### config.mk
export PLATFORM = sky130hd
export DESIGN_NAME = uefc_top
export DESIGN_NICKNAME = d
export VERILOG_FILES = /design/src/uefc_pkg.sv /design/src/uefc_top.sv
export VERILOG_INCLUDE_DIRS = /design/src
export SDC_FILE = /design/constraint.sdc
export NUM_CORES = 1
export LEC_CHECK = 0
export BUFFER_PORTS_ARGS = -buffer_cell sky130_fd_sc_hd__buf_2
export CELL_PAD_IN_SITES_DETAIL_PLACEMENT = 1
export CELL_PAD_IN_SITES_GLOBAL_PLACEMENT = 1
export CORE_MARGIN = 5
export CORE_UTILIZATION = 38
export DETAILED_ROUTE_END_ITERATION = 10
export GPL_TIMING_DRIVEN = 0
export PLACE_DENSITY = 0.72
export RECOVER_POWER = 100
export REMOVE_ABC_BUFFERS = 1
export SYNTH_ARGS = -nofsm -noshare
export SYNTH_HDL_FRONTEND = slang
export SYNTH_SLANG_ARGS = --single-unit
### constraint.sdc
create_clock -name i_core_clk -period 2 [get_ports i_core_clk]
set_input_delay 0.1 -clock i_core_clk [delete_from_list [all_inputs] [get_ports i_core_clk]]
set_output_delay 0.1 -clock i_core_clk [all_outputs]
set_load 0.02 [all_outputs]
### src/uefc_cfg.svh
// Purpose: Offsets, field positions and reset values of the extra-feature control block
// Assumes: 32-bit Wishbone data, 8-bit registers in the low byte of each word
// Notes:   Byte addresses; bits above 7 read as zero
`ifndef UEFC_CFG_SVH
`define UEFC_CFG_SVH

`define UEFC_ADR_W          6
`define UEFC_OFF_EXTRA      6'h00
`define UEFC_OFF_PIN_FUNC   6'h04
`define UEFC_OFF_PIN_DIR    6'h08
`define UEFC_OFF_PIN_LEVEL  6'h0c
`define UEFC_OFF_PIN_INTEN  6'h10
`define UEFC_OFF_MODEM_CTRL 6'h14
`define UEFC_OFF_INT_EN     6'h18
`define UEFC_OFF_MODEM_STAT 6'h1c
`define UEFC_OFF_IRQ_STAT   6'h20
`define UEFC_OFF_IRQ_MASK   6'h24
`define UEFC_OFF_FLOW_CTRL  6'h28

// Extra-feature control fields
`define UEFC_EX_IR_QUARTER  7
`define UEFC_EX_RTS_INV     5
`define UEFC_EX_TX_RTS      4
`define UEFC_EX_TX_OFF      2
`define UEFC_EX_RX_OFF      1
`define UEFC_EX_MULTIDROP   0
`define UEFC_EX_WMASK       8'hb7

// Pin function control fields
`define UEFC_PF_MODEM       1
`define UEFC_PF_LATCH       0

// Modem control / interrupt enable / flow control fields
`define UEFC_MC_DTR         0
`define UEFC_MC_RTS         1
`define UEFC_IE_MODEM       3
`define UEFC_FC_HW_FLOW     0

// Shared pin positions in modem mode
`define UEFC_PIN_RI         7
`define UEFC_PIN_CD         6
`define UEFC_PIN_DTR        5
`define UEFC_PIN_DSR        4

// Interrupt status fields
`define UEFC_IRQ_PIN        0
`define UEFC_IRQ_MODEM      1
`define UEFC_IRQ_TX_DONE    2

// Modem inputs as seen while the synchronised pins still rest at their reset level
`define UEFC_MODEM_IDLE     4'he

`define UEFC_BYTE_ZERO      8'h00
`define UEFC_WORD_ZERO      32'h0000_0000

`endif

### src/uefc_pkg.sv
// Purpose: Shared types of the extra-feature control block
// Assumes: Constants live in uefc_cfg.svh
// Notes:   Nothing here is imported; users write uefc_pkg::name
package uefc_pkg;

  typedef logic [7:0] uefc_byte_t;

  // Source currently steering the send-request pin, one-hot
  typedef enum logic [2:0] {
    UEFC_RTS_SW   = 3'b001,
    UEFC_RTS_FLOW = 3'b010,
    UEFC_RTS_TX   = 3'b100
  } uefc_rts_src_t;

endpackage

### src/uefc_top.sv
// Purpose: Extra-feature control of one UART: IR pulse select, auto send-request, tx/rx off,
//          multidrop enable, pin latching and shared modem pins, behind a Wishbone slave
// Assumes: UART core on the same clock; pins asynchronous
// Notes:   Shared upper pins carry ring, carrier, terminal-ready and set-ready in modem mode
//
// What this block does
// - Function bit picks general pins or modem pins
// - Unlatched: change interrupts, input read clears
// - Unlatched: pin returning clears pending interrupt
// - Latched: change interrupts, captures level, read clears
// - Latched: reverting pin keeps interrupt and level
// - General mode: shared-pin modem status and interrupt, terminal-ready ignored; send-clear status still seen
// - Modem mode: status readable, control drives, interrupts
// - Modem mode: upper pin registers ignored
// - Bit 7 selects quarter or 3/16 IR pulse
// - Bit 5 inverts auto send-request polarity
// - Bit 4 gives transmitter the send-request pin
// - Else modem control or flow logic drives it
// - Asserted on FIFO write, released after last bit
// - Bit 2 stops transmit after current character
// - Bit 1 stops receive, flushes shift register
// - Bit 0 selects multidrop or normal line
`timescale 1ns/100ps

`include "uefc_cfg.svh"

module uefc_top #(
  parameter int PINS = 8
) (
  input  wire logic                   i_core_clk,
  input  wire logic                   i_rst,
  // Wishbone classic slave
  input  wire logic                   i_wb_cyc,
  input  wire logic                   i_wb_stb,
  input  wire logic                   i_wb_we,
  input  wire logic [`UEFC_ADR_W-1:0] i_wb_adr,
  input  wire logic [3:0]             i_wb_sel,
  input  wire logic [31:0]            i_wb_dat,
  output logic      [31:0]            o_wb_dat,
  output logic                        o_wb_ack,
  output logic                        o_irq,
  // UART core side
  input  wire logic                   i_tx_fifo_write,
  input  wire logic                   i_tx_last_bit_done,
  input  wire logic                   i_flow_rts_n,
  output logic                        o_ir_quarter,
  output logic                        o_tx_allow,
  output logic                        o_rx_allow,
  output logic                        o_rx_flush,
  output logic                        o_multidrop,
  output logic                        o_modem_irq,
  output logic                        o_pin_irq,
  // Line side
  input  wire logic                   i_cts_n,
  output logic                        o_rts_n,
  input  wire logic [PINS-1:0]        i_pin,
  output logic      [PINS-1:0]        o_pin,
  output logic      [PINS-1:0]        o_pin_oe
);

  logic [7:0]      extra_r;
  logic [7:0]      pin_func_r;
  logic [PINS-1:0] pin_dir_r;
  logic [PINS-1:0] pin_out_r;
  logic [PINS-1:0] pin_inten_r;
  logic [7:0]      modem_ctrl_r;
  logic [7:0]      int_en_r;
  logic [7:0]      flow_ctrl_r;
  logic [7:0]      irq_stat_r;
  logic [7:0]      irq_mask_r;
  logic [PINS-1:0] pin_meta_r;
  logic [PINS-1:0] pin_sync_r;
  logic [PINS-1:0] pin_ref_r;
  logic [PINS-1:0] pin_pend_r;
  logic [PINS-1:0] pin_cap_r;
  logic            cts_meta_r;
  logic            cts_sync_r;
  logic [3:0]      modem_prev_r;
  logic [3:0]      modem_delta_r;
  logic            tx_active_r;
  logic            rx_off_d_r;

  logic            acc;
  logic            wr;
  logic            rd;
  logic            wr_lane;
  logic [7:0]      wdat;
  logic            modem_mode;
  logic            latch_mode;
  logic [PINS-1:0] gp_mask;
  logic [PINS-1:0] pin_is_in;
  logic [PINS-1:0] pin_change;
  logic [PINS-1:0] pin_pend_nxt;
  logic [PINS-1:0] pin_level_view;
  logic [3:0]      modem_now;
  logic [3:0]      modem_chg;
  logic            rd_pin_level;
  logic            rd_modem_stat;
  logic [7:0]      modem_stat_view;
  logic [7:0]      irq_events;
  logic [7:0]      rd_mux;
  uefc_pkg::uefc_rts_src_t rts_src;

  // One access per request; ack drops the cycle after it was given
  assign acc     = i_wb_cyc & i_wb_stb & ~o_wb_ack;
  assign wr      = acc & i_wb_we;
  assign rd      = acc & ~i_wb_we;
  assign wr_lane = wr & i_wb_sel[0];
  assign wdat    = i_wb_dat[7:0];

  assign modem_mode = pin_func_r[`UEFC_PF_MODEM];
  assign latch_mode = pin_func_r[`UEFC_PF_LATCH];

  // Pins owned by the modem function are cut out of the general pin logic
  always_comb
  begin
    gp_mask = {PINS{1'b1}};
    if (modem_mode)
    begin
      gp_mask[`UEFC_PIN_RI]  = 1'b0;
      gp_mask[`UEFC_PIN_CD]  = 1'b0;
      gp_mask[`UEFC_PIN_DTR] = 1'b0;
      gp_mask[`UEFC_PIN_DSR] = 1'b0;
    end
  end

  assign pin_is_in     = ~pin_dir_r & pin_inten_r & gp_mask;
  assign pin_change    = pin_is_in & (pin_sync_r ^ pin_ref_r);
  assign rd_pin_level  = rd & (i_wb_adr == `UEFC_OFF_PIN_LEVEL);
  assign rd_modem_stat = rd & (i_wb_adr == `UEFC_OFF_MODEM_STAT);

  // Pins are asynchronous; two flops before anything looks at them
  always_ff @(posedge i_core_clk)
  begin
    if (i_rst)
    begin
      pin_meta_r <= '0;
      pin_sync_r <= '0;
      cts_meta_r <= 1'b1;
      cts_sync_r <= 1'b1;
    end
    else
    begin
      pin_meta_r <= i_pin;
      pin_sync_r <= pin_meta_r;
      cts_meta_r <= i_cts_n;
      cts_sync_r <= cts_meta_r;
    end
  end

  // Per-pin change tracking for both latch modes
  genvar g;
  generate
    for (g = 0; g < PINS; g++)
    begin : g_pin
      always_comb
      begin
        if (latch_mode)
          pin_pend_nxt[g] = pin_pend_r[g] | pin_change[g];
        else
          pin_pend_nxt[g] = pin_change[g];
        pin_level_view[g] = (latch_mode & pin_pend_r[g]) ? pin_cap_r[g]
                          : (pin_dir_r[g] ? pin_out_r[g] : pin_sync_r[g]);
      end

      always_ff @(posedge i_core_clk)
      begin
        if (i_rst)
        begin
          pin_ref_r[g]  <= 1'b0;
          pin_pend_r[g] <= 1'b0;
          pin_cap_r[g]  <= 1'b0;
        end
        else
        begin
          // Reading re-arms on the current level, so a change in the read cycle leaves no pending bit
          if (rd_pin_level)
          begin
            pin_ref_r[g]  <= pin_sync_r[g];
            pin_pend_r[g] <= 1'b0;
          end
          else
          begin
            pin_pend_r[g] <= pin_pend_nxt[g];
            if (latch_mode & pin_change[g] & ~pin_pend_r[g])
            begin
              pin_cap_r[g] <= pin_sync_r[g];
              pin_ref_r[g] <= pin_sync_r[g];
            end
          end
        end
      end
    end
  endgenerate

  // Modem inputs: cts, carrier, ring, set-ready; all active low on the pins
  assign modem_now = {~pin_sync_r[`UEFC_PIN_CD], ~pin_sync_r[`UEFC_PIN_RI],
                      ~pin_sync_r[`UEFC_PIN_DSR], ~cts_sync_r};
  assign modem_chg = (modem_now ^ modem_prev_r) & {{3{modem_mode}}, 1'b1};

  always_comb
  begin
    modem_stat_view    = {modem_now, modem_delta_r};
    modem_stat_view[2] = modem_delta_r[2];
    if (!modem_mode)
    begin
      modem_stat_view[7:5] = 3'b000;
      modem_stat_view[3:1] = 3'b000;
    end
  end

  always_ff @(posedge i_core_clk)
  begin
    if (i_rst)
    begin
      // Matches the synchronisers' reset level, so no false change follows reset
      modem_prev_r  <= `UEFC_MODEM_IDLE;
      modem_delta_r <= 4'h0;
    end
    else
    begin
      modem_prev_r <= modem_now;
      // A change in the read cycle survives the clear
      if (rd_modem_stat)
        modem_delta_r <= modem_chg;
      else
        modem_delta_r <= modem_delta_r | modem_chg;
    end
  end

  // Register writes
  always_ff @(posedge i_core_clk)
  begin
    if (i_rst)
    begin
      extra_r      <= `UEFC_BYTE_ZERO;
      pin_func_r   <= `UEFC_BYTE_ZERO;
      pin_dir_r    <= '0;
      pin_out_r    <= '0;
      pin_inten_r  <= '0;
      modem_ctrl_r <= `UEFC_BYTE_ZERO;
      int_en_r     <= `UEFC_BYTE_ZERO;
      flow_ctrl_r  <= `UEFC_BYTE_ZERO;
      irq_mask_r   <= `UEFC_BYTE_ZERO;
    end
    else if (wr_lane)
    begin
      unique case (i_wb_adr)
        `UEFC_OFF_EXTRA:      extra_r      <= wdat & `UEFC_EX_WMASK;
        `UEFC_OFF_PIN_FUNC:   pin_func_r   <= wdat & 8'h03;
        `UEFC_OFF_PIN_DIR:    pin_dir_r    <= wdat[PINS-1:0];
        `UEFC_OFF_PIN_LEVEL:  pin_out_r    <= wdat[PINS-1:0];
        `UEFC_OFF_PIN_INTEN:  pin_inten_r  <= wdat[PINS-1:0];
        `UEFC_OFF_MODEM_CTRL: modem_ctrl_r <= wdat;
        `UEFC_OFF_INT_EN:     int_en_r     <= wdat;
        `UEFC_OFF_FLOW_CTRL:  flow_ctrl_r  <= wdat;
        `UEFC_OFF_IRQ_MASK:   irq_mask_r   <= wdat;
        default:              ;
      endcase
    end
  end

  // Sticky event status, write one to clear, set wins over clear
  always_comb
  begin
    irq_events                   = `UEFC_BYTE_ZERO;
    irq_events[`UEFC_IRQ_PIN]    = |(pin_change & ~pin_pend_r);
    irq_events[`UEFC_IRQ_MODEM]  = |modem_chg;
    irq_events[`UEFC_IRQ_TX_DONE] = i_tx_last_bit_done & tx_active_r;
  end

  always_ff @(posedge i_core_clk)
  begin
    if (i_rst)
      irq_stat_r <= `UEFC_BYTE_ZERO;
    else if (wr_lane && i_wb_adr == `UEFC_OFF_IRQ_STAT)
      irq_stat_r <= (irq_stat_r & ~wdat) | irq_events;
    else
      irq_stat_r <= irq_stat_r | irq_events;
  end

  // Auto send-request: busy from the FIFO write until the last bit has left
  always_ff @(posedge i_core_clk)
  begin
    if (i_rst)
      tx_active_r <= 1'b0;
    else if (i_tx_fifo_write)
      tx_active_r <= 1'b1;
    else if (i_tx_last_bit_done)
      tx_active_r <= 1'b0;
  end

  // Flow control is expected off in auto mode; bit 4 wins if it is not
  always_comb
  begin
    if (extra_r[`UEFC_EX_TX_RTS])
      rts_src = uefc_pkg::UEFC_RTS_TX;
    else if (flow_ctrl_r[`UEFC_FC_HW_FLOW])
      rts_src = uefc_pkg::UEFC_RTS_FLOW;
    else
      rts_src = uefc_pkg::UEFC_RTS_SW;
  end

  // Line and core controls, all registered
  always_ff @(posedge i_core_clk)
  begin
    if (i_rst)
    begin
      o_rts_n      <= 1'b1;
      o_ir_quarter <= 1'b0;
      o_tx_allow   <= 1'b1;
      o_rx_allow   <= 1'b1;
      o_rx_flush   <= 1'b0;
      o_multidrop  <= 1'b0;
      rx_off_d_r   <= 1'b0;
    end
    else
    begin
      unique case (rts_src)
        uefc_pkg::UEFC_RTS_TX:   o_rts_n <= ~tx_active_r ^ extra_r[`UEFC_EX_RTS_INV];
        uefc_pkg::UEFC_RTS_FLOW: o_rts_n <= i_flow_rts_n;
        uefc_pkg::UEFC_RTS_SW:   o_rts_n <= ~modem_ctrl_r[`UEFC_MC_RTS];
      endcase
      o_ir_quarter <= extra_r[`UEFC_EX_IR_QUARTER];
      // The core checks this only between characters, so one in flight completes
      o_tx_allow   <= ~extra_r[`UEFC_EX_TX_OFF];
      o_rx_allow   <= ~extra_r[`UEFC_EX_RX_OFF];
      rx_off_d_r   <= extra_r[`UEFC_EX_RX_OFF];
      o_rx_flush   <= extra_r[`UEFC_EX_RX_OFF] & ~rx_off_d_r;
      o_multidrop  <= extra_r[`UEFC_EX_MULTIDROP];
    end
  end

  // Pin drivers; terminal-ready follows modem control only in modem mode
  always_ff @(posedge i_core_clk)
  begin
    if (i_rst)
    begin
      o_pin    <= '0;
      o_pin_oe <= '0;
    end
    else
    begin
      o_pin    <= pin_out_r & gp_mask;
      o_pin_oe <= pin_dir_r & gp_mask;
      if (modem_mode)
      begin
        o_pin[`UEFC_PIN_DTR]    <= ~modem_ctrl_r[`UEFC_MC_DTR];
        o_pin_oe[`UEFC_PIN_DTR] <= 1'b1;
      end
    end
  end

  // Read mux
  always_comb
  begin
    rd_mux = `UEFC_BYTE_ZERO;
    unique case (i_wb_adr)
      `UEFC_OFF_EXTRA:      rd_mux = extra_r;
      `UEFC_OFF_PIN_FUNC:   rd_mux = pin_func_r;
      `UEFC_OFF_PIN_DIR:    rd_mux = 8'(pin_dir_r);
      `UEFC_OFF_PIN_LEVEL:  rd_mux = 8'(pin_level_view);
      `UEFC_OFF_PIN_INTEN:  rd_mux = 8'(pin_inten_r);
      `UEFC_OFF_MODEM_CTRL: rd_mux = modem_ctrl_r;
      `UEFC_OFF_INT_EN:     rd_mux = int_en_r;
      `UEFC_OFF_MODEM_STAT: rd_mux = modem_stat_view;
      `UEFC_OFF_IRQ_STAT:   rd_mux = irq_stat_r;
      `UEFC_OFF_IRQ_MASK:   rd_mux = irq_mask_r;
      `UEFC_OFF_FLOW_CTRL:  rd_mux = flow_ctrl_r;
      default:              rd_mux = `UEFC_BYTE_ZERO;
    endcase
  end

  // Bus answer one cycle after the request; unmapped reads give zero
  always_ff @(posedge i_core_clk)
  begin
    if (i_rst)
    begin
      o_wb_ack <= 1'b0;
      o_wb_dat <= `UEFC_WORD_ZERO;
    end
    else
    begin
      o_wb_ack <= acc;
      if (rd)
        o_wb_dat <= {24'h00_0000, rd_mux};
    end
  end

  // Interrupt outputs
  always_ff @(posedge i_core_clk)
  begin
    if (i_rst)
    begin
      o_irq       <= 1'b0;
      o_pin_irq   <= 1'b0;
      o_modem_irq <= 1'b0;
    end
    else
    begin
      o_irq       <= |(irq_stat_r & irq_mask_r);
      o_pin_irq   <= |pin_pend_r;
      o_modem_irq <= int_en_r[`UEFC_IE_MODEM] & (|modem_delta_r);
    end
  end

endmodule

==> results.json <==
{
  "status": "complete, no violations",
  "end_kind": "register",
  "path_clk_slew_ps": 60,
  "grt_pass1_wl_mm": 32.32,
  "relSlewSlack_pct": 51.46,
  "crit_arrival_ps": 2220,
  "synth_edf_count": 0,
  "yosysTopAreaCell": "dfxtp_1",
  "powerDensity_nw_per_um2": 852.0,
  "cts_buffer_depth": 2,
  "synth_warnings": 0,
  "grt_pass1_vias": 5780,
  "final.setup_skew_ps": 8.000,
  "worst_pin_slew_ps": 718.4,
  "start_util_pct": 38.83,
  "muxShareOfSynthArea_pct": 14.01,
  "grt_overflow": 0,
  "grt_antenna_before_repair": 0,
  "ys_types": 62,
  "whs_ps": 39.57,
  "static-leakage-power_nw": 2.831,
  "fp-row-count": 48,
  "grt_start_max_net_pins": 81,
  "nNetsFinal": 842,
  "finalWeightedCongestion": 0.8580,
  "cts_tree": "done",
  "vias": 5526,
  "maxCapViolCount": 0,
  "yosys.area_share.adder_pct": 0,
  "cts_root_buf": "clkbuf_16",
  "synth_compound_area_share_pct": 10.77,
  "fin_crit_ps": 1927,
  "ir_worst_vdd_uv": 608.2,
  "cp_max_fo": 8,
  "wl_per_cell_um": 20.14,
  "cp-start-kind": "register",
  "cts.sink_count": 158,
  "async_flop_share_pct": 0,
  "fmax_ghz": 0.5189,
  "avgSynthCellArea_um2": 9.487,
  "die_x_um": 142.9,
  "ys_ff_latch": 158,
  "fin_crit_sh_pct": 96.36,
  "hold_depth": 2,
  "insertion_delay_ps": 430,
  "fin_ws_ps": 72.79,
  "synth_xor_area_share_pct": 1.695,
  "synth_flop_cell": "dfxtp_1",
  "antenna_left": 0,
  "drive_gt1_share_pct": 13.21,
  "pin_count": 117,
  "antenna_cells": 0,
  "postSynthCellCount": 708,
  "synth_top_family_by_area": "simple AND/OR/NAND/NOR gates",
  "drcViolationCount": 0,
  "preCtsSetupSlack_ps": -651.5,
  "avgViaCountPerCell": 5.418,
  "post-synth-top-count-cell": "dfxtp_1",
  "routed_wl_mm": 20.54,
  "yosysTopAreaCellShare_pct": 47.09,
  "coreArea_um2": 17300,
  "htreeDepth": 4,
  "setup_viol": 0,
  "dr.pass1.iters": 4,
  "worstHoldPathType": "in2reg",
  "yosys-top-cells-area": "dfxtp_1 (47%), mux2i_1 (14%), nor2_1 (5.4%)",
  "finalHoldViolCount": 0,
  "p_total_w": 0.006851,
  "ys_seq_area_share_pct": 47.09,
  "drt_first_iter_violations": 313,
  "place_hpwl_mm": 13.98,
  "grt_usage_pct": 20.48,
  "drv_slew": 0,
  "area_growth_syn_to_layout_pct": 19.73,
  "crit_required_ps": 2290,
  "critPathKind": "reg2reg",
  "dieArea_um2": 20430,
  "die_h_um": 142.9,
  "synth_area_um2": 6716,
  "fin_util_pct": 46.49,
  "cts-buffers-inserted": 17,
  "synth_common_cells": "dfxtp_1 (158), nor2_1 (96), mux2i_1 (94), nand2_1 (48), a21oi_1 (39)",
  "multi_input_area_um2": 3309,
  "filler_cell_count": 1976,
  "portBuffers": 65,
  "worstRegToRegCells": 7,
  "synth-simple-area-share_pct": 20.77,
  "ff_latch_area_um2": 3167
}
==> path summary, 6_finish.rpt <==
| kind | from | to | slack [ps] |
|---|---|---|---|
| max reg2reg | o_wb_ack | modem_ctrl_r[1] | 70 |
| min | i_wb_dat[5] | irq_stat_r[5] | 40 |
| max | o_wb_ack | modem_ctrl_r[1] | 70 |
| min reg2reg | rx_off_d_r | o_rx_flush | 400 |
==> cell usage in the layout, fill, tap and decap left out, drive strengths merged, types with 4 or more instances in the layout <==
cell type and n:
a221oi 10, or3 5, nand2 48, conb 24, o21ai 13, nor4 12
a22oi 11, dfxtp 158, nor4bb 4, xnor2 6, dlygate4sd3 15, clkinvlp 5
and2 6, xor2 7, clkbuf 65, nor2b 29, inv 5, a21oi 39
nor3 11, nand2b 14, mux2i 94, nand3 7, nor2 97, buf 43
or2 7, nand3b 11
==> cell families (layout without fill, tap and decap cells) <==
logic type	Yosys count	in the layout
AO/OA/AOI/OAI	108	108
XOR/XNOR	13	13
buffers and inverters	74	138
flip-flops	158	158
multiplexers	94	94
other	1	24
AND/OR/NAND/NOR	260	260
==> timing repair <==
item                                   4_1_cts  5_1_grt
hold buffers                                15        0
setup endpoints to repair                   87       43
endpoints found under the hold margin       15        0
gates resized for setup                      9       11
pin swaps                                    6        6
setup buffers                                9       11
==> sequential cells by signal, summed over array words and instances, names as in the netlist, 2 cells and up <==
register,cells
modem_prev_r,4
modem_delta_r,4
pin_inten_r,8
extra_r,6
pin_pend_r,8
irq_mask_r,8
irq_stat_r,8
o_wb_dat,8
int_en_r,8
pin_func_r,2
modem_ctrl_r,8
pin_cap_r,8
pin_sync_r,8
pin_meta_r,8
pin_ref_r,8
flow_ctrl_r,8
pin_out_r,8
pin_dir_r,8
o_pin,8
o_pin_oe,8
==> worst max-delay path, cell delays in order (launching register included) <==
cell      delay (ps)
dfxtp_2          330
nand3b_1         190
or2_4            350
clkbuf_1         150
nor3_2           300
buf_12           180
mux2i_1          220
nor2_1            60
==> metal layers <==
metal  up-vias  part of all wire, %  global-route usage [%]
met4         0                  3.4                   9.155
li1       2567                    -                       -
met1      2731                   43                   25.65
met5         -                    0                       0
met2       184                   48                   34.10
met3        44                  5.5                   4.119
==> cell type report <==
cell class                 instances  share of cell area, %
inverter                           5                 0.2334
tap                              225                  3.501
clock inverter                    10                  1.712
timing repair buffer             102                  8.169
multi-input combinational        499                  41.15
sequential                       158                  39.38
clock buffer                      21                  5.850
==> power by group <==
group,switching [W],internal (W),total [W]
Sequential,0.0000207,0.00317,0.00319
Combinational,0.000227,0.000105,0.000332
Clock,0.00128,0.00205,0.00332
==> stage by stage <==
step | cells | area (µm²) | setup TNS (ps)
floorplan | 662 | 6445 | -6730
global placement | 952 | 7052 | -72280
detailed placement | 954 | 7096 | -37720
CTS | 1009 | 7996 | -49.64
global route | 1020 | 8041 | -39.43
finish | 1020 | 8041 | 0
Note: power is estimated with default switching activity, not from simulation.
